$ cat src/rtl/rsp_pkg.sv
// package of the relay status and serial packet port: constants, codes, helpers
// assumes a 100 MHz system clock shared by both ends of the serial link
package rsp_pkg;
  // serial timing
  localparam int unsigned CLK_HZ         = 100_000_000;
  localparam int unsigned BAUD_RATE      = 19200;
  localparam logic [15:0] BIT_CYCLES_DEF = 16'(CLK_HZ / BAUD_RATE);
  localparam logic [3:0]  PKT_LEN        = 4'h8;
  localparam logic [3:0]  FRAME_BITS     = 4'hA;
  // packet codes
  localparam logic [7:0]  SOH            = 8'h01;
  localparam logic [7:0]  SVC_GET        = 8'h0E;
  localparam logic [7:0]  SVC_SET        = 8'h10;
  localparam logic [7:0]  SVC_REPLY      = 8'h80;
  localparam logic [7:0]  SVC_ERROR      = 8'h94;
  localparam logic [7:0]  EXT_CLASS      = 8'h64;
  localparam logic [7:0]  EXT_INST       = 8'h01;
  localparam logic [7:0]  ATTR_STATUS    = 8'h20;
  localparam logic [7:0]  ATTR_RUN       = 8'h21;
  localparam logic [7:0]  ATTR_SWITCH    = 8'h34;
  localparam logic [7:0]  ATTR_COOL      = 8'h38;
  // run command bits in data 0
  localparam int unsigned RUN_ONE_BIT    = 0;
  localparam int unsigned RUN_TWO_BIT    = 1;
  localparam int unsigned RUN_STOP_BIT   = 2;
  // status word bits, cause nibble at 11:8
  localparam int unsigned ST_FAULT       = 0;
  localparam int unsigned ST_WARN        = 1;
  localparam int unsigned ST_RUN_ONE_INPUT        = 2;
  localparam int unsigned ST_RUN_TWO_INPUT        = 3;
  localparam int unsigned ST_NETCTRL     = 5;
  localparam int unsigned ST_NETACT      = 6;
  localparam int unsigned ST_NETSTOP     = 7;
  localparam int unsigned ST_CAUSE       = 8;
  localparam int unsigned ST_LOGIN       = 14;
  localparam int unsigned ST_HOT         = 15;
  // fault cause codes
  localparam logic [3:0]  CAUSE_NONE     = 4'h0;
  localparam logic [3:0]  CAUSE_OVERCUR  = 4'h1;
  localparam logic [3:0]  CAUSE_GROUND   = 4'h2;
  localparam logic [3:0]  CAUSE_JAM      = 4'h3;
  localparam logic [3:0]  CAUSE_STALL    = 4'h4;
  localparam logic [3:0]  CAUSE_UNBAL    = 4'h5;
  localparam logic [3:0]  CAUSE_AUX      = 4'h6;
  localparam logic [3:0]  CAUSE_LOADLOSS = 4'h7;
  localparam logic [3:0]  CAUSE_NETWORK  = 4'hA;
  localparam logic [3:0]  CAUSE_VOLTAGE  = 4'hB;
  // switch byte bits
  localparam int unsigned SW_STOP        = 0;
  localparam int unsigned SW_RESET       = 1;
  localparam int unsigned SW_RUN_ONE_INPUT        = 2;
  localparam int unsigned SW_RUN_TWO_INPUT        = 3;
  localparam int unsigned SW_AUX1        = 4;
  localparam int unsigned SW_AUX2        = 5;
  localparam int unsigned SW_NETCTRL     = 6;
  localparam int unsigned PIN_RX         = 7;
  localparam logic [15:0] PIN_IDLE       = 16'h0080;
  localparam logic [7:0]  COOL_MAX       = 8'h63;
  // host register byte offsets and fields
  localparam logic [7:0]  REG_REQ_HEAD   = 8'h00;
  localparam logic [7:0]  REG_REQ_DATA   = 8'h04;
  localparam logic [7:0]  REG_CTRL       = 8'h08;
  localparam logic [7:0]  REG_STAT       = 8'h0C;
  localparam logic [7:0]  REG_RSP_HEAD   = 8'h10;
  localparam logic [7:0]  REG_RSP_DATA   = 8'h14;
  localparam int unsigned CTRL_SEND      = 0;
  localparam int unsigned STAT_BUSY      = 0;
  localparam int unsigned STAT_READY     = 1;
  localparam int unsigned STAT_BADSUM    = 2;

  typedef enum logic [3:0] {
    RX_IDLE  = 4'b0001,
    RX_START = 4'b0010,
    RX_DATA  = 4'b0100,
    RX_STOP  = 4'b1000
  } rsp_rx_t;

  // byte sum of a packet, first byte in bits 63:56
  function automatic logic [7:0] rsp_sum(input logic [63:0] p);
    logic [7:0] s;
    s = 8'h00;
    for (int i = 0; i < 8; i++) s = s + p[i*8 +: 8];
    return s;
  endfunction

  // append the two's complement checksum to seven bytes
  function automatic logic [63:0] rsp_seal(input logic [55:0] head);
    logic [7:0] s;
    s = rsp_sum({head, 8'h00});
    return {head, ~s + 8'h01};
  endfunction

  // readable attribute lookup; bit 16 flags a known attribute
  function automatic logic [16:0] rsp_read_attr(input logic [7:0] attr, input logic [15:0] st,
                                                input logic [15:0] sw, input logic [15:0] cd);
    case (attr)
      ATTR_STATUS: return {1'b1, st};
      ATTR_SWITCH: return {1'b1, sw};
      ATTR_COOL:   return {1'b1, cd};
      default:     return 17'h00000;
    endcase
  endfunction
endpackage

$ cat src/rtl/rsp_link_if.sv
// serial link between the handheld or host end and the relay end
// both lines idle high; 19200 8N1 framing, both ends on one clock
`timescale 1ns/1ns
interface rsp_link_if;
  logic req_line;
  logic rsp_line;
  modport dev (input req_line, output rsp_line);
  modport host (output req_line, input rsp_line);
endinterface

$ cat src/rtl/rsp_device.sv
// relay end: status word, switch report, run arbitration, serial packet server
// assumes protection logic on the same clock; hard-wired pins and rx are asynchronous
`timescale 1ns/1ns
module rsp_device
  import rsp_pkg::*;
#(
  parameter logic [15:0] BIT_CYCLES = BIT_CYCLES_DEF
) (
  input  wire logic        clock,
  input  wire logic        srst,
  rsp_link_if.dev          link,
  input  wire logic        stop_input,
  input  wire logic        reset_input,
  input  wire logic        run_one_input,
  input  wire logic        run_two_input,
  input  wire logic        aux_input_one,
  input  wire logic        aux_input_two,
  input  wire logic        network_control_input,
  input  wire logic [7:0]  node_switch,
  input  wire logic        login_above_user,
  input  wire logic        fault_active,
  input  wire logic        warning_active,
  input  wire logic [3:0]  fault_cause,
  input  wire logic        motor_hot,
  input  wire logic [7:0]  cooldown_time,
  input  wire logic        net_active,
  input  wire logic        net_run_one,
  input  wire logic        net_run_two,
  input  wire logic        net_stop,
  input  wire logic        expl_valid,
  input  wire logic [7:0]  expl_service,
  input  wire logic [7:0]  expl_class,
  input  wire logic [7:0]  expl_instance,
  input  wire logic [7:0]  expl_attribute,
  output logic             run_one_cmd,
  output logic             run_two_cmd,
  output logic [15:0]      status_word,
  output logic             status_change,
  output logic [15:0]      switch_word,
  output logic [15:0]      cooldown_word,
  output logic             expl_rsp_valid,
  output logic [7:0]       expl_rsp_service,
  output logic [7:0]       response_low_byte,
  output logic [7:0]       response_high_byte
);
  localparam logic [15:0] HALF_BIT = BIT_CYCLES >> 1;

  logic [15:0] pin_raw, pin_a, pin_b, pin_c, pins, pins_d;
  rsp_rx_t     rx_st;
  logic [15:0] rx_cnt, tx_cnt;
  logic [3:0]  rx_bit, pkt_cnt, tx_bitn, tx_left;
  logic [7:0]  rx_sh;
  logic        rx_stb, pkt_done, tx_line;
  logic [63:0] pkt, tx_pkt, rsp_frame;
  logic [9:0]  tx_fr;
  logic        pkt_ok, ser_set, ser_stop, ser_run_one_input, ser_run_two_input, net_ctrl, running;
  logic        hard_stop, cmd_stop, ctl_drop, net_drop, net_last_stop, hot_at_trip, fault_d, fault_any;
  logic [16:0] ser_rd, expl_rd;
  logic [55:0] rsp_head;
  logic [15:0] next_status;
  logic [3:0]  cause;

  assign pin_raw = {node_switch, link.req_line, network_control_input, aux_input_two, aux_input_one,
                    run_two_input, run_one_input, reset_input, stop_input};

  // three-stage capture of every asynchronous pin
  always_ff @(posedge clock) begin
    if (srst) begin
      pin_a <= PIN_IDLE;
      pin_b <= PIN_IDLE;
      pin_c <= PIN_IDLE;
    end else begin
      pin_a <= pin_raw;
      pin_b <= pin_a;
      pin_c <= pin_b;
    end
  end

  // a bit changes only once stages two and three agree
  always_ff @(posedge clock) begin
    if (srst) begin
      pins   <= PIN_IDLE;
      pins_d <= PIN_IDLE;
    end else begin
      pins   <= (pin_b & ~(pin_b ^ pin_c)) | (pins & (pin_b ^ pin_c));
      pins_d <= pins;
    end
  end

  // receiver, samples mid-bit, drops framing errors
  always_ff @(posedge clock) begin
    if (srst) begin
      rx_st  <= RX_IDLE;
      rx_cnt <= 16'h0000;
      rx_bit <= 4'h0;
      rx_sh  <= 8'h00;
      rx_stb <= 1'b0;
    end else begin
      rx_stb <= 1'b0;
      if (rx_cnt != 16'h0000) rx_cnt <= rx_cnt - 16'h0001;
      unique case (rx_st)
        RX_IDLE: if (!pins[PIN_RX]) begin
          rx_st  <= RX_START;
          rx_cnt <= HALF_BIT;
        end
        RX_START: if (rx_cnt == 16'h0000) begin
          rx_st  <= pins[PIN_RX] ? RX_IDLE : RX_DATA;
          rx_cnt <= BIT_CYCLES - 16'h0001;
          rx_bit <= 4'h0;
        end
        RX_DATA: if (rx_cnt == 16'h0000) begin
          rx_sh  <= {pins[PIN_RX], rx_sh[7:1]};
          rx_bit <= rx_bit + 4'h1;
          rx_cnt <= BIT_CYCLES - 16'h0001;
          if (rx_bit == 4'h7) rx_st <= RX_STOP;
        end
        RX_STOP: if (rx_cnt == 16'h0000) begin
          rx_st  <= RX_IDLE;
          rx_stb <= pins[PIN_RX];
        end
        default: rx_st <= RX_IDLE;
      endcase
    end
  end

  // packet assembly, waits for the start byte
  always_ff @(posedge clock) begin
    if (srst) begin
      pkt      <= 64'h0000000000000000;
      pkt_cnt  <= 4'h0;
      pkt_done <= 1'b0;
    end else begin
      pkt_done <= 1'b0;
      if (rx_stb && (pkt_cnt != 4'h0 || rx_sh == SOH)) begin
        pkt <= {pkt[55:0], rx_sh};
        if (pkt_cnt == PKT_LEN - 4'h1) begin
          pkt_cnt  <= 4'h0;
          pkt_done <= 1'b1;
        end else begin
          pkt_cnt <= pkt_cnt + 4'h1;
        end
      end
    end
  end

  // request decode; a bad sum means no action and no reply
  assign pkt_ok   = pkt_done && (rsp_sum(pkt) == 8'h00);
  assign ser_set  = pkt_ok && pkt[55:48] == SVC_SET && pkt[47:40] == ATTR_RUN;
  assign ser_stop = ser_set && pkt[8 + RUN_STOP_BIT];
  assign ser_run_one_input = ser_set && pkt[8 + RUN_ONE_BIT];
  assign ser_run_two_input = ser_set && pkt[8 + RUN_TWO_BIT];
  assign ser_rd   = rsp_read_attr(pkt[47:40], status_word, switch_word, cooldown_word);

  // reply frame, data most significant byte first
  always_comb begin
    if (pkt[55:48] == SVC_GET && ser_rd[16]) begin
      rsp_head = {SOH, SVC_GET | SVC_REPLY, pkt[47:40], 16'h0000, ser_rd[15:0]};
    end else if (pkt[55:48] == SVC_SET && pkt[47:40] == ATTR_RUN) begin
      rsp_head = {SOH, SVC_SET | SVC_REPLY, pkt[47:8]};
    end else begin
      rsp_head = {SOH, SVC_ERROR, pkt[47:40], 32'h00000000};
    end
  end
  assign rsp_frame = rsp_seal(rsp_head);

  // transmitter; a request arriving mid-reply gets no reply, though its run or stop is still obeyed, no queue kept
  always_ff @(posedge clock) begin
    if (srst) begin
      tx_cnt  <= 16'h0000;
      tx_bitn <= 4'h0;
      tx_left <= 4'h0;
      tx_fr   <= 10'h3FF;
      tx_pkt  <= 64'h0000000000000000;
      tx_line <= 1'b1;
    end else if (tx_cnt != 16'h0000) begin
      tx_cnt <= tx_cnt - 16'h0001;
    end else if (tx_bitn != 4'h0) begin
      tx_line <= tx_fr[0];
      tx_fr   <= {1'b1, tx_fr[9:1]};
      tx_bitn <= tx_bitn - 4'h1;
      tx_cnt  <= BIT_CYCLES - 16'h0001;
    end else if (tx_left != 4'h0) begin
      tx_fr   <= {1'b1, tx_pkt[63:56], 1'b0};
      tx_pkt  <= {tx_pkt[55:0], 8'h00};
      tx_left <= tx_left - 4'h1;
      tx_bitn <= FRAME_BITS;
    end else if (pkt_ok) begin
      tx_pkt  <= rsp_frame;
      tx_left <= PKT_LEN;
    end
  end
  assign link.rsp_line = tx_line;

  // run arbitration
  assign net_ctrl  = pins[SW_NETCTRL];
  assign running   = run_one_cmd | run_two_cmd;
  assign hard_stop = pins[SW_STOP] | fault_active;
  assign cmd_stop  = net_stop | ser_stop;
  assign ctl_drop  = pins_d[SW_NETCTRL] & ~net_ctrl & running;
  always_ff @(posedge clock) begin
    if (srst) begin
      run_one_cmd   <= 1'b0;
      run_two_cmd   <= 1'b0;
      net_last_stop <= 1'b0;
    end else if (hard_stop || ctl_drop) begin
      run_one_cmd <= 1'b0;
      run_two_cmd <= 1'b0;
      if (running) net_last_stop <= 1'b0;
    end else if (cmd_stop) begin
      run_one_cmd <= 1'b0;
      run_two_cmd <= 1'b0;
      if (running) net_last_stop <= 1'b1;
    end else if (net_ctrl) begin
      if (net_run_one || ser_run_one_input) begin
        run_one_cmd <= 1'b1;
        run_two_cmd <= 1'b0;
      end else if (net_run_two || ser_run_two_input) begin
        run_one_cmd <= 1'b0;
        run_two_cmd <= 1'b1;
      end
    end else if (pins[SW_RUN_ONE_INPUT] && !pins_d[SW_RUN_ONE_INPUT]) begin
      run_one_cmd <= 1'b1;
      run_two_cmd <= 1'b0;
    end else if (pins[SW_RUN_TWO_INPUT] && !pins_d[SW_RUN_TWO_INPUT]) begin
      run_one_cmd <= 1'b0;
      run_two_cmd <= 1'b1;
    end
  end

  // network-loss trip, cleared by the reset input; a new drop wins
  always_ff @(posedge clock) begin
    if (srst) begin
      net_drop <= 1'b0;
    end else if (ctl_drop) begin
      net_drop <= 1'b1;
    end else if (pins[SW_RESET] && !pins_d[SW_RESET]) begin
      net_drop <= 1'b0;
    end
  end

  // hot flag caught on the trip edge, held while the fault stands
  assign fault_any = fault_active | net_drop;
  always_ff @(posedge clock) begin
    if (srst) begin
      fault_d     <= 1'b0;
      hot_at_trip <= 1'b0;
    end else begin
      fault_d <= fault_any;
      if (fault_any && !fault_d) hot_at_trip <= motor_hot;
      else if (!fault_any) hot_at_trip <= 1'b0;
    end
  end

  // status word assembly
  assign cause = fault_active ? fault_cause : (net_drop ? CAUSE_NETWORK : CAUSE_NONE);
  always_comb begin
    next_status                    = 16'h0000;
    next_status[ST_FAULT]          = fault_any;
    next_status[ST_WARN]           = warning_active;
    next_status[ST_RUN_ONE_INPUT]           = run_one_cmd;
    next_status[ST_RUN_TWO_INPUT]           = run_two_cmd;
    next_status[ST_NETCTRL]        = net_ctrl;
    next_status[ST_NETACT]         = net_active;
    next_status[ST_NETSTOP]        = net_last_stop;
    next_status[ST_CAUSE +: 4]     = cause;
    next_status[ST_LOGIN]          = login_above_user;
    next_status[ST_HOT]            = hot_at_trip;
  end

  // registered words; change pulse feeds change-of-state traffic
  always_ff @(posedge clock) begin
    if (srst) begin
      status_word   <= 16'h0000;
      status_change <= 1'b0;
      switch_word   <= 16'h0000;
      cooldown_word <= 16'h0000;
    end else begin
      status_word   <= next_status;
      status_change <= next_status != status_word;
      switch_word   <= {pins[15:8], 1'b0, pins[6:0]};
      cooldown_word <= {8'h00, (cooldown_time > COOL_MAX) ? COOL_MAX : cooldown_time};
    end
  end

  // explicit read from the network side
  assign expl_rd = rsp_read_attr(expl_attribute, status_word, switch_word, cooldown_word);
  always_ff @(posedge clock) begin
    if (srst) begin
      expl_rsp_valid     <= 1'b0;
      expl_rsp_service   <= 8'h00;
      response_low_byte  <= 8'h00;
      response_high_byte <= 8'h00;
    end else begin
      expl_rsp_valid <= expl_valid;
      if (expl_valid) begin
        if (expl_service == SVC_GET && expl_class == EXT_CLASS && expl_instance == EXT_INST && expl_rd[16]) begin
          expl_rsp_service   <= SVC_GET | SVC_REPLY;
          response_low_byte  <= expl_rd[7:0];
          response_high_byte <= expl_rd[15:8];
        end else begin
          expl_rsp_service   <= SVC_ERROR;
          response_low_byte  <= 8'h00;
          response_high_byte <= 8'h00;
        end
      end
    end
  end
endmodule // rsp_device

$ cat src/flat_wrapper.sv
// flat-port wrapper written by rule: the top's interface ports become plain ports
module rsp_device_flat import rsp_pkg::*;
#(
  parameter logic [15:0] BIT_CYCLES = BIT_CYCLES_DEF
)
  (clock, srst, stop_input, reset_input, run_one_input, run_two_input, aux_input_one, aux_input_two, network_control_input, node_switch, login_above_user, fault_active, warning_active, fault_cause, motor_hot, cooldown_time, net_active, net_run_one, net_run_two, net_stop, expl_valid, expl_service, expl_class, expl_instance, expl_attribute, run_one_cmd, run_two_cmd, status_word, status_change, switch_word, cooldown_word, expl_rsp_valid, expl_rsp_service, response_low_byte, response_high_byte, link_req_line, link_rsp_line);
  rsp_link_if link_i ();
  input  wire logic clock;
  input  wire logic srst;
  input  wire logic stop_input;
  input  wire logic reset_input;
  input  wire logic run_one_input;
  input  wire logic run_two_input;
  input  wire logic aux_input_one;
  input  wire logic aux_input_two;
  input  wire logic network_control_input;
  input  wire logic [7:0] node_switch;
  input  wire logic login_above_user;
  input  wire logic fault_active;
  input  wire logic warning_active;
  input  wire logic [3:0] fault_cause;
  input  wire logic motor_hot;
  input  wire logic [7:0] cooldown_time;
  input  wire logic net_active;
  input  wire logic net_run_one;
  input  wire logic net_run_two;
  input  wire logic net_stop;
  input  wire logic expl_valid;
  input  wire logic [7:0] expl_service;
  input  wire logic [7:0] expl_class;
  input  wire logic [7:0] expl_instance;
  input  wire logic [7:0] expl_attribute;
  output logic run_one_cmd;
  output logic run_two_cmd;
  output logic [15:0] status_word;
  output logic status_change;
  output logic [15:0] switch_word;
  output logic [15:0] cooldown_word;
  output logic expl_rsp_valid;
  output logic [7:0] expl_rsp_service;
  output logic [7:0] response_low_byte;
  output logic [7:0] response_high_byte;
  input wire logic [$bits(link_i.req_line)-1:0] link_req_line;
  output wire logic [$bits(link_i.rsp_line)-1:0] link_rsp_line;
  assign link_i.req_line = link_req_line;
  assign link_rsp_line = link_i.rsp_line;
  rsp_device #(.BIT_CYCLES(BIT_CYCLES)) u_core (.clock(clock), .srst(srst), .link(link_i), .stop_input(stop_input), .reset_input(reset_input), .run_one_input(run_one_input), .run_two_input(run_two_input), .aux_input_one(aux_input_one), .aux_input_two(aux_input_two), .network_control_input(network_control_input), .node_switch(node_switch), .login_above_user(login_above_user), .fault_active(fault_active), .warning_active(warning_active), .fault_cause(fault_cause), .motor_hot(motor_hot), .cooldown_time(cooldown_time), .net_active(net_active), .net_run_one(net_run_one), .net_run_two(net_run_two), .net_stop(net_stop), .expl_valid(expl_valid), .expl_service(expl_service), .expl_class(expl_class), .expl_instance(expl_instance), .expl_attribute(expl_attribute), .run_one_cmd(run_one_cmd), .run_two_cmd(run_two_cmd), .status_word(status_word), .status_change(status_change), .switch_word(switch_word), .cooldown_word(cooldown_word), .expl_rsp_valid(expl_rsp_valid), .expl_rsp_service(expl_rsp_service), .response_low_byte(response_low_byte), .response_high_byte(response_high_byte));
endmodule
$ cat config.mk
export PLATFORM = sky130hd
export DESIGN_NAME = rsp_device_flat
export DESIGN_NICKNAME = d
export VERILOG_FILES = /design/src/rtl/rsp_pkg.sv /design/src/rtl/rsp_link_if.sv /design/src/rtl/rsp_device.sv /design/src/flat_wrapper.sv
export SDC_FILE = /design/constraint.sdc
export NUM_CORES = 1
export LEC_CHECK = 0
export BUFFER_PORTS_ARGS = -buffer_cell sky130_fd_sc_hd__buf_2
export CORE_MARGIN = 5
export CORE_UTILIZATION = 40
export CTS_BUF_LIST = sky130_fd_sc_hd__clkbuf_2
export DETAILED_ROUTE_END_ITERATION = 7
export PLACE_DENSITY = 0.61
export SLEW_MARGIN = 20
export SYNTH_ARGS = -nofsm -noshare
export SYNTH_HDL_FRONTEND = slang
export SYNTH_SLANG_ARGS = --single-unit
$ cat constraint.sdc
create_clock -name clock -period 8.4 [get_ports clock]
set_clock_uncertainty 0.05 [all_clocks]
set_input_delay 0.42 -clock clock [delete_from_list [all_inputs] [get_ports clock]]
set_output_delay 0.42 -clock clock [all_outputs]
set_load 0.005 [all_outputs]
# Word level (Yosys, flattened, before mapping)
# Index checks and enable logic that the tools add are counted.
[op_classes]
add_sub_neg = 20
order_cmp = 1
n_eq_ne = 27
mux = 54
bitwise_logic = 18
reduce_logical = 51
[ops]
columns = ["cell", "count"]
rows = [
  ["64-bit 2-to-1 mux", 2],
  ["8-bit adder", 13],
  ["17-bit case mux with 3 select lines", 2],
  ["16-bit 2-to-1 mux", 5],
  ["8-bit by 6-bit equality test with 1-bit output (second input constant)", 7],
  ["4-bit 2-to-1 mux", 14],
  ["56-bit 2-to-1 mux", 1],
  ["43-bit 2-to-1 mux", 1],
  ["16-bit bitwise AND", 2],
  ["16-bit case mux with 2 select lines", 1],
  ["16-bit nonzero test", 2],
  ["16-bit by 1-bit subtractor with 16-bit output (second input constant)", 2],
  ["10-bit 2-to-1 mux", 2],
  ["1-bit 2-to-1 mux", 19],
  ["8-bit by 1-bit equality test with 1-bit output (second input constant)", 2],
  ["8-bit by 4-bit equality test with 1-bit output (second input constant)", 2],
  ["1-bit logical AND", 16],
  ["16-bit zero test", 1],
  ["8-bit 2-to-1 mux", 2],
  ["16-bit != test", 1],
  ["16-bit inverter", 1],
  ["16-bit OR", 1],
  ["4-bit case mux with 4 select lines", 1],
  ["16-bit bitwise XOR", 1],
  ["32 further kinds", 70],
]
[totals]
register_bits = 352
inputBits = 71
out_inout_bits = 77
elab_cells = 208

# Logic depth before layout (Yosys ltp)
# Gate-level depths: netlist (run 1).
[logic_depth]
word_depth = 16
mapped_depth = 23
mapped_depth_nobuf = 20

# Worst setup path after synthesis (run 1)
# OpenSTA, ideal clock, no wires.
[synth_timing]
kind = "reg2reg"
start = "register u_core.pkt[47]"
end = "register u_core.tx_pkt[7]"
setup_time_ns = 0.129
arrival_ns = 5.186
required_ns = 8.221
path_slack_ns = 3.035
path_stages_with_launch = 22
path_buffers = 3
synth_period_minus_slack_ns = 5.365
path_cell_list = "dfxtp_1 -> buf_2 -> nor4b_1 -> nand4_1 -> nor2_1 -> buf_2 -> buf_2 -> nand2_1 -> fa_1 -> fa_1 -> fa_1 -> inv_1 -> ha_1 -> inv_1 -> fa_1 -> xnor2_1 -> nor4b_1 -> inv_1 -> a211oi_1 -> xnor3_1 -> xor2_1 -> o32ai_1"
[synth_via]
elab_chain_len = 14
word_cells_on_any_way = 26
[synth_rtl]
columns = ["item", "line", "rtl"]
rows = [
  ["from (decl)", "rsp_device.sv:54", "logic [63:0] pkt, tx_pkt, rsp_frame;"],
  ["from (signal assigned)", "rsp_device.sv:135", "pkt <= {pkt[55:0], rx_sh};"],
  ["8-bit by 6-bit equality test with 1-bit output, on equally long branches", "rsp_pkg.sv:96, rsp_device.sv:158", ""],
  ["17-bit case mux with 3 select lines or 1-bit logical AND (tied branches)", "rsp_pkg.sv:96, rsp_device.sv:158", ""],
  ["1-bit logical AND or 43-bit 2-to-1 mux (tied branches)", "rsp_device.sv:156, rsp_device.sv:158", ""],
  ["56-bit 2-to-1 mux", "rsp_device.sv:156", "if (pkt[55:48] == SVC_GET && ser_rd[16]) begin"],
  ["8-bit adder (6 in a row)", "rsp_pkg.sv:82", "for (int i = 0; i < 8; i++) s = s + p[i*8 +: 8];"],
  ["8-bit inverter", "rsp_pkg.sv:90", "return {head, ~s + 8'h01};"],
  ["8-bit by 1-bit adder with 8-bit output", "rsp_pkg.sv:90", ""],
  ["64-bit 2-to-1 mux", "rsp_device.sv:187", "end else if (pkt_ok) begin"],
  ["64-bit 2-to-1 mux", "rsp_device.sv:182", "end else if (tx_left != 4'h0) begin"],
  ["to (signal assigned)", "rsp_device.sv:184", "tx_pkt <= {tx_pkt[55:0], 8'h00};"],
  ["to (signal assigned)", "rsp_device.sv:188", "tx_pkt <= rsp_frame;"],
  ["to (decl)", "rsp_device.sv:54", ""],
]
# Parallel ways exist; a longest one is shown, timed or not. The select of a mux whose other input is x is not followed.
# A chain may end at the register's enable or synchronous reset.

# Final worst setup path (run 1)
[layout_timing]
start = "register u_core.pkt[43]"
end = "register u_core.tx_pkt[7]"
# The elaborated chain is that of the path after synthesis.

==> results of run 1 <==
## worst min-delay path: cells and delay by family
family	cells	cell delay, ns
AOI/OAI and AO/OA	2	0.17
buffers and inverters	1	0.10
and+or+nand+nor	3	0.34
## repair_timing
item	4_1_cts	5_1_grt
endpoints found under the hold margin	86	0
endpoints found under the setup margin	0	0
resized for setup	0	0
hold buffers	51	0
## sequential cells by signal, summed over array words and instances (netlist names), 3 cells and up, named ones only
| name | cells |
|---|---|
| u_core.cooldown_word | 8 |
| u_core.tx_fr | 9 |
| u_core.switch_word | 9 |
| u_core.expl_rsp_service | 3 |
| u_core.pin_b | 16 |
| u_core.pkt | 64 |
| u_core.tx_left | 4 |
| u_core.response_low_byte | 8 |
| u_core.rx_sh | 8 |
| u_core.pkt_cnt | 4 |
| u_core.rx_bit | 4 |
| u_core.response_high_byte | 8 |
| u_core.pin_c | 16 |
| u_core.tx_pkt | 64 |
| u_core.rx_st | 4 |
| u_core.pins_d | 6 |
| u_core.tx_bitn | 4 |
| u_core.rx_cnt | 16 |
| u_core.status_word | 12 |
| u_core.tx_cnt | 16 |
| u_core.pin_a | 16 |
## metrics by stage
step | area, sq um | setup WS (ns) | hold slack [ns] | utilization [%]
finish | 18000 | 2.08 | 0.118 | 46.5
detailed placement | 16700 | 2.14 | 0.349 | 43.1
global placement | 16700 | 2.21 | 0.344 | 43.1
global route | 18000 | 1.67 | 0.148 | 46.5
CTS | 18000 | 2.11 | 0.0271 | 46.4
floorplan | 15800 | 3.03 | 0.339 | -
## worst paths after layout
kind                            cells past startpoint            start            endpoint
worst min-delay path                                6      net_run_two  u_core.run_two_cmd
worst min register to register                      1  u_core.pin_a[7]     u_core.pin_b[7]
worst max-delay path                               20   u_core.pkt[43]    u_core.tx_pkt[7]
worst max register to register                     20   u_core.pkt[43]    u_core.tx_pkt[7]
## final cells by class
class,instances,share of cell area [%]
Multi-Input combinational cell,1270,46.4
Clock buffer,117,3.25
Inverter,107,2.23
Antenna cell,1,0.0139
Tap cell,518,3.60
Timing Repair Buffer,201,7.31
Clock inverter,26,1.04
Sequential cell,325,36.2
## placed cells by master, fill, tap and decap left out, drive strengths merged, types with 60 or more instances in the layout
master  synthesis  layout
o21ai          64      64
buf            38     149
a21oi         151     151
dfxtp         325     325
nor2          126     126
nand2         319     319
nor2b          84      84
fa             60      60
inv           106     107
clkbuf         81     118
## per-layer routing
metal	global-route usage [%]	part of all wire [%]
met5	0	0
met4	6.91	3.0
met3	4.26	6.8
met2	30.5	47
met1	24.2	43
## power breakdown
| group | leakage [nW] | internal (mW) | switching, mW |
|---|---|---|---|
| clock network | 0.571 | 0.466 | 0.644 |
| registers | 2.64 | 1.61 | 0.0626 |
| logic | 4.11 | 0.201 | 0.264 |
| total | 7.32 | 2.28 | 0.971 |
## cells by family after synthesis
logic type | after synthesis | share of synthesized area (%)
multiplexers | 64 | 4.41
AO/OA/AOI/OAI | 343 | 13.5
XOR/XNOR | 56 | 3.21
adder cells (fa/ha/maj) | 93 | 10.3
flip-flops | 325 | 41.4
AND/OR/NAND/NOR | 698 | 21.0
buffers and inverters | 226 | 6.14
other | 1 | 0.0239
==> flow_summary.toml, run 1 <==
[cts]
cts_tree = "yes"
post_cts_buffers = 0
cts_buffer_depth = 3
clock_latency_ns = 0.90
clock_sinks = 325
cts_root_buf = "clkbuf_2"
clk_pin_slew_ns = 0.12
htreeDepth = 3
numCtsBuffers = 84

[layout]
drive_above_1_share_pct = 15.5
syn_to_final_growth_pct = 14.5
multi_input_comb_area_sq_mm = 0.00835
seqCellArea_sq_mm = 0.00651
final_nets = 2153
fillers = 3905
layoutNonFillerInstCount = 2565

[power_and_ir_drop]
total_power_mw = 3.25
p_leak_nw = 7.32
ir_drop_mv = 0.117
pwr_density_cell_mw_per_mm2 = 181

[timing]
fmax_mhz = 158
fin_tns_setup_ns = 0
final-max-slew-violation-count = 0
finalSetupViolCount = 0
rsz0062_at_grt = "false"
tightest_slew_ns = 1.07
hold_viol = 0
maxSlewHeadroom_pct = 28.7
fin_crit_ns = 6.32
fin_crit_sh_pct = 75.3

[worst_hold_path]
hold_class = "input port to flip-flop"

[routing]
antenna_left = 0
drtIter0Drc = 848
vias_per_cell = 5.12
num_vias = 13100
drt-pass1-iter-count = 5
wl_per_cell_microns = 16.3
drcViolationCount = 0
routed_wl_mm = 41.8

[synthesis]
seq_area_frac_synth_pct = 41.4
syn_area_per_cell_sq_um = 8.70
netlist_top_cells_count = "dfxtp_1, nand2_1, a21oi_1, nor2_1, inv_1"
ys_types = 83
synth_top_area_share_pct = 41.4
syn_area_sq_mm = 0.0157
yosysMostFrequentCell = "dfxtp_1"
async_flop_share_pct = 0
postSynthCellCount = 1806
synthFlopType = "dfxtp_1"
yosys.area.top_type = "dfxtp_1"
yosysWarnings = 0
synth_edf_count = 0
ys_seq_elements = 325
synth_area_leaders = "dfxtp_1, fa_1, nand2_1"

[setup_path]
setup.worst_path.class = "flip-flop to flip-flop"
path_delay_family = "adder cells"
timing.critical_path.mode_cell = "inv_1"
path_cells = "nor2_1 > o21a_1 > o21bai_1 > a2bb2oi_1 > inv_1 > fa_1 > inv_1 > fa_1 > fa_1 > inv_1 > ha_1 > inv_1 > fa_1 > xnor2_1 > nor4b_1 > inv_1 > a211oi_1 > xnor3_1 > xor2_1 > o32ai_1"
crit_path_top_delay_cell = "dfxtp_1"
cp_slowest_stage_delay_ns = 0.76
cp_max_fo = 20
crit_path_end_kind = "flip-flop"
ff2ff_setup_slack_ns = 2.08
cp.required_ns = 9.13
crit_buf_inv = 5
crit_path_start_kind = "flip-flop"
arrival_ns = 7.05

[floorplanning]
dieArea_sq_mm = 0.0434
die_h_microns = 208
io-pin-count = 148
coreArea_sq_mm = 0.0387
fp.dieW_microns = 208
rows = 72
initial_core_util_pct = 40.6

[run]
maxCapViolCount = 0

[placement]
port_buffers = 132
gp_congestion = 0.934
dp_cells = 2370
hpwl_mm = 29.4

[global_route]
grt_use_total_pct = 18.6
antenna_found_initial = 1
grt_first_pass_wirelength_mm = 66.4
grt_pass1_vias = 12900
grt_max_degree = 101
grt.overflow.total = 0

[run_status]
status = "complete, no violations"
No activity file was read; power rests on OpenSTA's default activity.
==> run 2, diff against run 1 <==
Clock period 8.4 ns to 6 ns, I/O delays scaled along.
==> run 2 against run 1 <==
Combinational power increased by 44%. Die area did not move. Routed wire length rose by 4.8%.
==> flow_summary.toml, run 2 (synthesis results as in run 1) <==
[run]
maxCapViolCount = 0

[worst_hold_path]
worstHoldStart = "net_active"
hold_class = "input port to flip-flop"
hold_depth = 3
hold_end = "u_core.status_word[6]"

[routing]
drtIter0Drc = 821
num_vias = 13500
drt-met1-wl_mm = 19.1
vias_per_cell = 5.10
dr_wl_met2_mm = 20.6
antenna_left = 0
routed.top_layer = "met4"
wl_per_cell_microns = 16.6
routed_wl_mm = 43.8
wl_met3_mm = 2.81
drcViolationCount = 0
drt-pass1-iter-count = 5

[placement]
hpwl_mm = 30.5
post-place-ws_ns = 0.265
port_buffers = 132
dp_cells = 2400
gp_congestion = 0.889

[layout]
final_nets = 2222
fillers = 3860
syn_to_final_growth_pct = 18.3
largestRegisters = "u_core.pkt x64, u_core.tx_pkt x64"
final_cell_mix = "dfxtp_1, nand2_1, a21oi_1, buf_2, nor2_1"
final_common_cell = "dfxtp_1"
layoutNonFillerInstCount = 2643
drive_above_1_share_pct = 16.8

[power_and_ir_drop]
pwr_density_cell_mw_per_mm2 = 244
total_power_mw = 4.53
ir_drop_mv = 0.199
p_leak_nw = 7.65

[setup_path]
regToRegEndpoint = "u_core.tx_pkt[7]"
crit_path_end_kind = "flip-flop"
path_cells = "or4_1 > nand4bb_1 > o21bai_1 > buf_4 > o2bb2ai_1 > fa_1 > fa_1 > inv_1 > fa_1 > inv_1 > ha_1 > nor2b_1 > o21a_1 > or3_1 > a211oi_1 > xnor3_1 > xor2_1 > o32ai_1"
arrival_ns = 6.40
crit_cells = 18
cp_max_fo = 5
crit_buf_inv = 3
setup.worst_path.class = "flip-flop to flip-flop"
r2r_cells = 18
crit_path_top_delay_cell = "or4_1"
path_delay_family = "adder cells"
cp_slowest_stage_delay_ns = 0.62
r2r_start = "u_core.pkt[48]"
cp.required_ns = 6.76
ff2ff_setup_slack_ns = 0.36
timing.critical_path.mode_cell = "fa_1"
crit_path_start_kind = "flip-flop"

[floorplanning]
rows = 72
die_h_microns = 208
dieArea_sq_mm = 0.0434
initial_core_util_pct = 40.6
coreArea_sq_mm = 0.0387
io-pin-count = 148
fp.dieW_microns = 208

[cts]
clock_sinks = 325
cts_buffer_depth = 3
clock_latency_ns = 0.94
cts_tree = "yes"
numCtsBuffers = 87
cts_root_buf = "clkbuf_2"
clk_pin_slew_ns = 0.13
htreeDepth = 3
post_cts_buffers = 0

[timing]
fin_crit_sh_pct = 94.0
finalSetupViolCount = 0
final-max-slew-violation-count = 0
fmax_mhz = 177
holdWs_ns = 0.140
maxSlewHeadroom_pct = 33.3
fin_crit_ns = 5.64
fin_tns_setup_ns = 0
tightest_slew_ns = 0.995
rsz0062_at_grt = "false"
fin_ws_ns = 0.360
hold_viol = 0

[global_route]
antenna_found_initial = 2
grt_first_pass_wirelength_mm = 70.4
grt_max_degree = 124
grt.overflow.total = 0
grt_pass1_vias = 13600
grt_use_total_pct = 19.7

[run_status]
status = "complete, no violations"
-- run 2: cell count changes in the layout (fill, tap and decap cells not counted), moves of 2 or more --
cell           delta
buf_4            +30
bufinv_16         -2
clkbuf_2          +4
clkinv_1          +5
clkinv_2          +3
dlygate4sd3_1    +35
inv_2             +2
-- run 2: cell type report --
| type | count | area [sq um] | area share [%] |
|---|---|---|---|
| repair buffers | 266 | 1890 | 10.2 |
| inverters | 107 | 402 | 2.16 |
| well taps | 518 | 648 | 3.49 |
| multi-input cells | 1271 | 8370 | 45.0 |
| diodes | 1 | 2.50 | 0.0135 |
| clock inverters | 34 | 168 | 0.902 |
| flip-flops and latches | 325 | 6510 | 35.0 |
| clock buffers | 121 | 606 | 3.26 |
-- run 2: worst max path at each step --
stage	slack, ns	to	start
floorplan	0.63	u_core.tx_pkt[7]	u_core.pkt[47]
global placement	0.35	u_core.tx_pkt[37]	u_core.pkt[43]
detailed placement	0.26	u_core.tx_pkt[29]	u_core.pkt[42]
CTS	0.26	u_core.tx_pkt[38]	u_core.pkt[42]
global route	0.08	u_core.tx_pkt[7]	u_core.pkt[48]
finish	0.36	u_core.tx_pkt[7]	u_core.pkt[48]
-- run 2: timing repair --
action                     4_1_cts  5_1_grt
hold endpoints to repair       126        0
setup endpoints to repair        0        6
gates resized for setup          0        1
hold buffers                    86        0
-- run 2: per-stage QoR --
stage | utilization [%] | cell area (sq um)
2_1_floorplan | - | 15800
3_3_place_gp | 43.7 | 16900
3_5_place_dp | 43.7 | 16900
4_1_cts | 47.9 | 18600
5_1_grt | 48.0 | 18600
6_report | 48.0 | 18600
-- run 2: per-layer routing --
metal	vias up	global-route usage, %
met5	-	0
met4	0	8.24
met3	91	3.72
met2	406	32.7
met1	6377	25.4
li1	6609	-
-- run 2: worst register-to-register path, stage by stage (launching register included) --
cell       delay [ns]
dfxtp_1          0.35
or4_1            0.62
nand4bb_1        0.27
o21bai_1         0.22
buf_4            0.18
o2bb2ai_1        0.34
fa_1             0.50
fa_1             0.55
inv_1            0.06
fa_1             0.52
inv_1            0.04
ha_1             0.32
nor2b_1          0.15
o21a_1           0.17
or3_1            0.33
a211oi_1         0.30
xnor3_1          0.27
xor2_1           0.17
o32ai_1          0.11
-- run 2: power by group --
group / switching, mW / leakage (nW) / internal, mW / total (mW)
combinational: 0.373 / 4.43 / 0.297 / 0.671
clock: 0.928 / 0.587 / 0.593 / 1.52
sequential: 0.0888 / 2.64 / 2.25 / 2.34
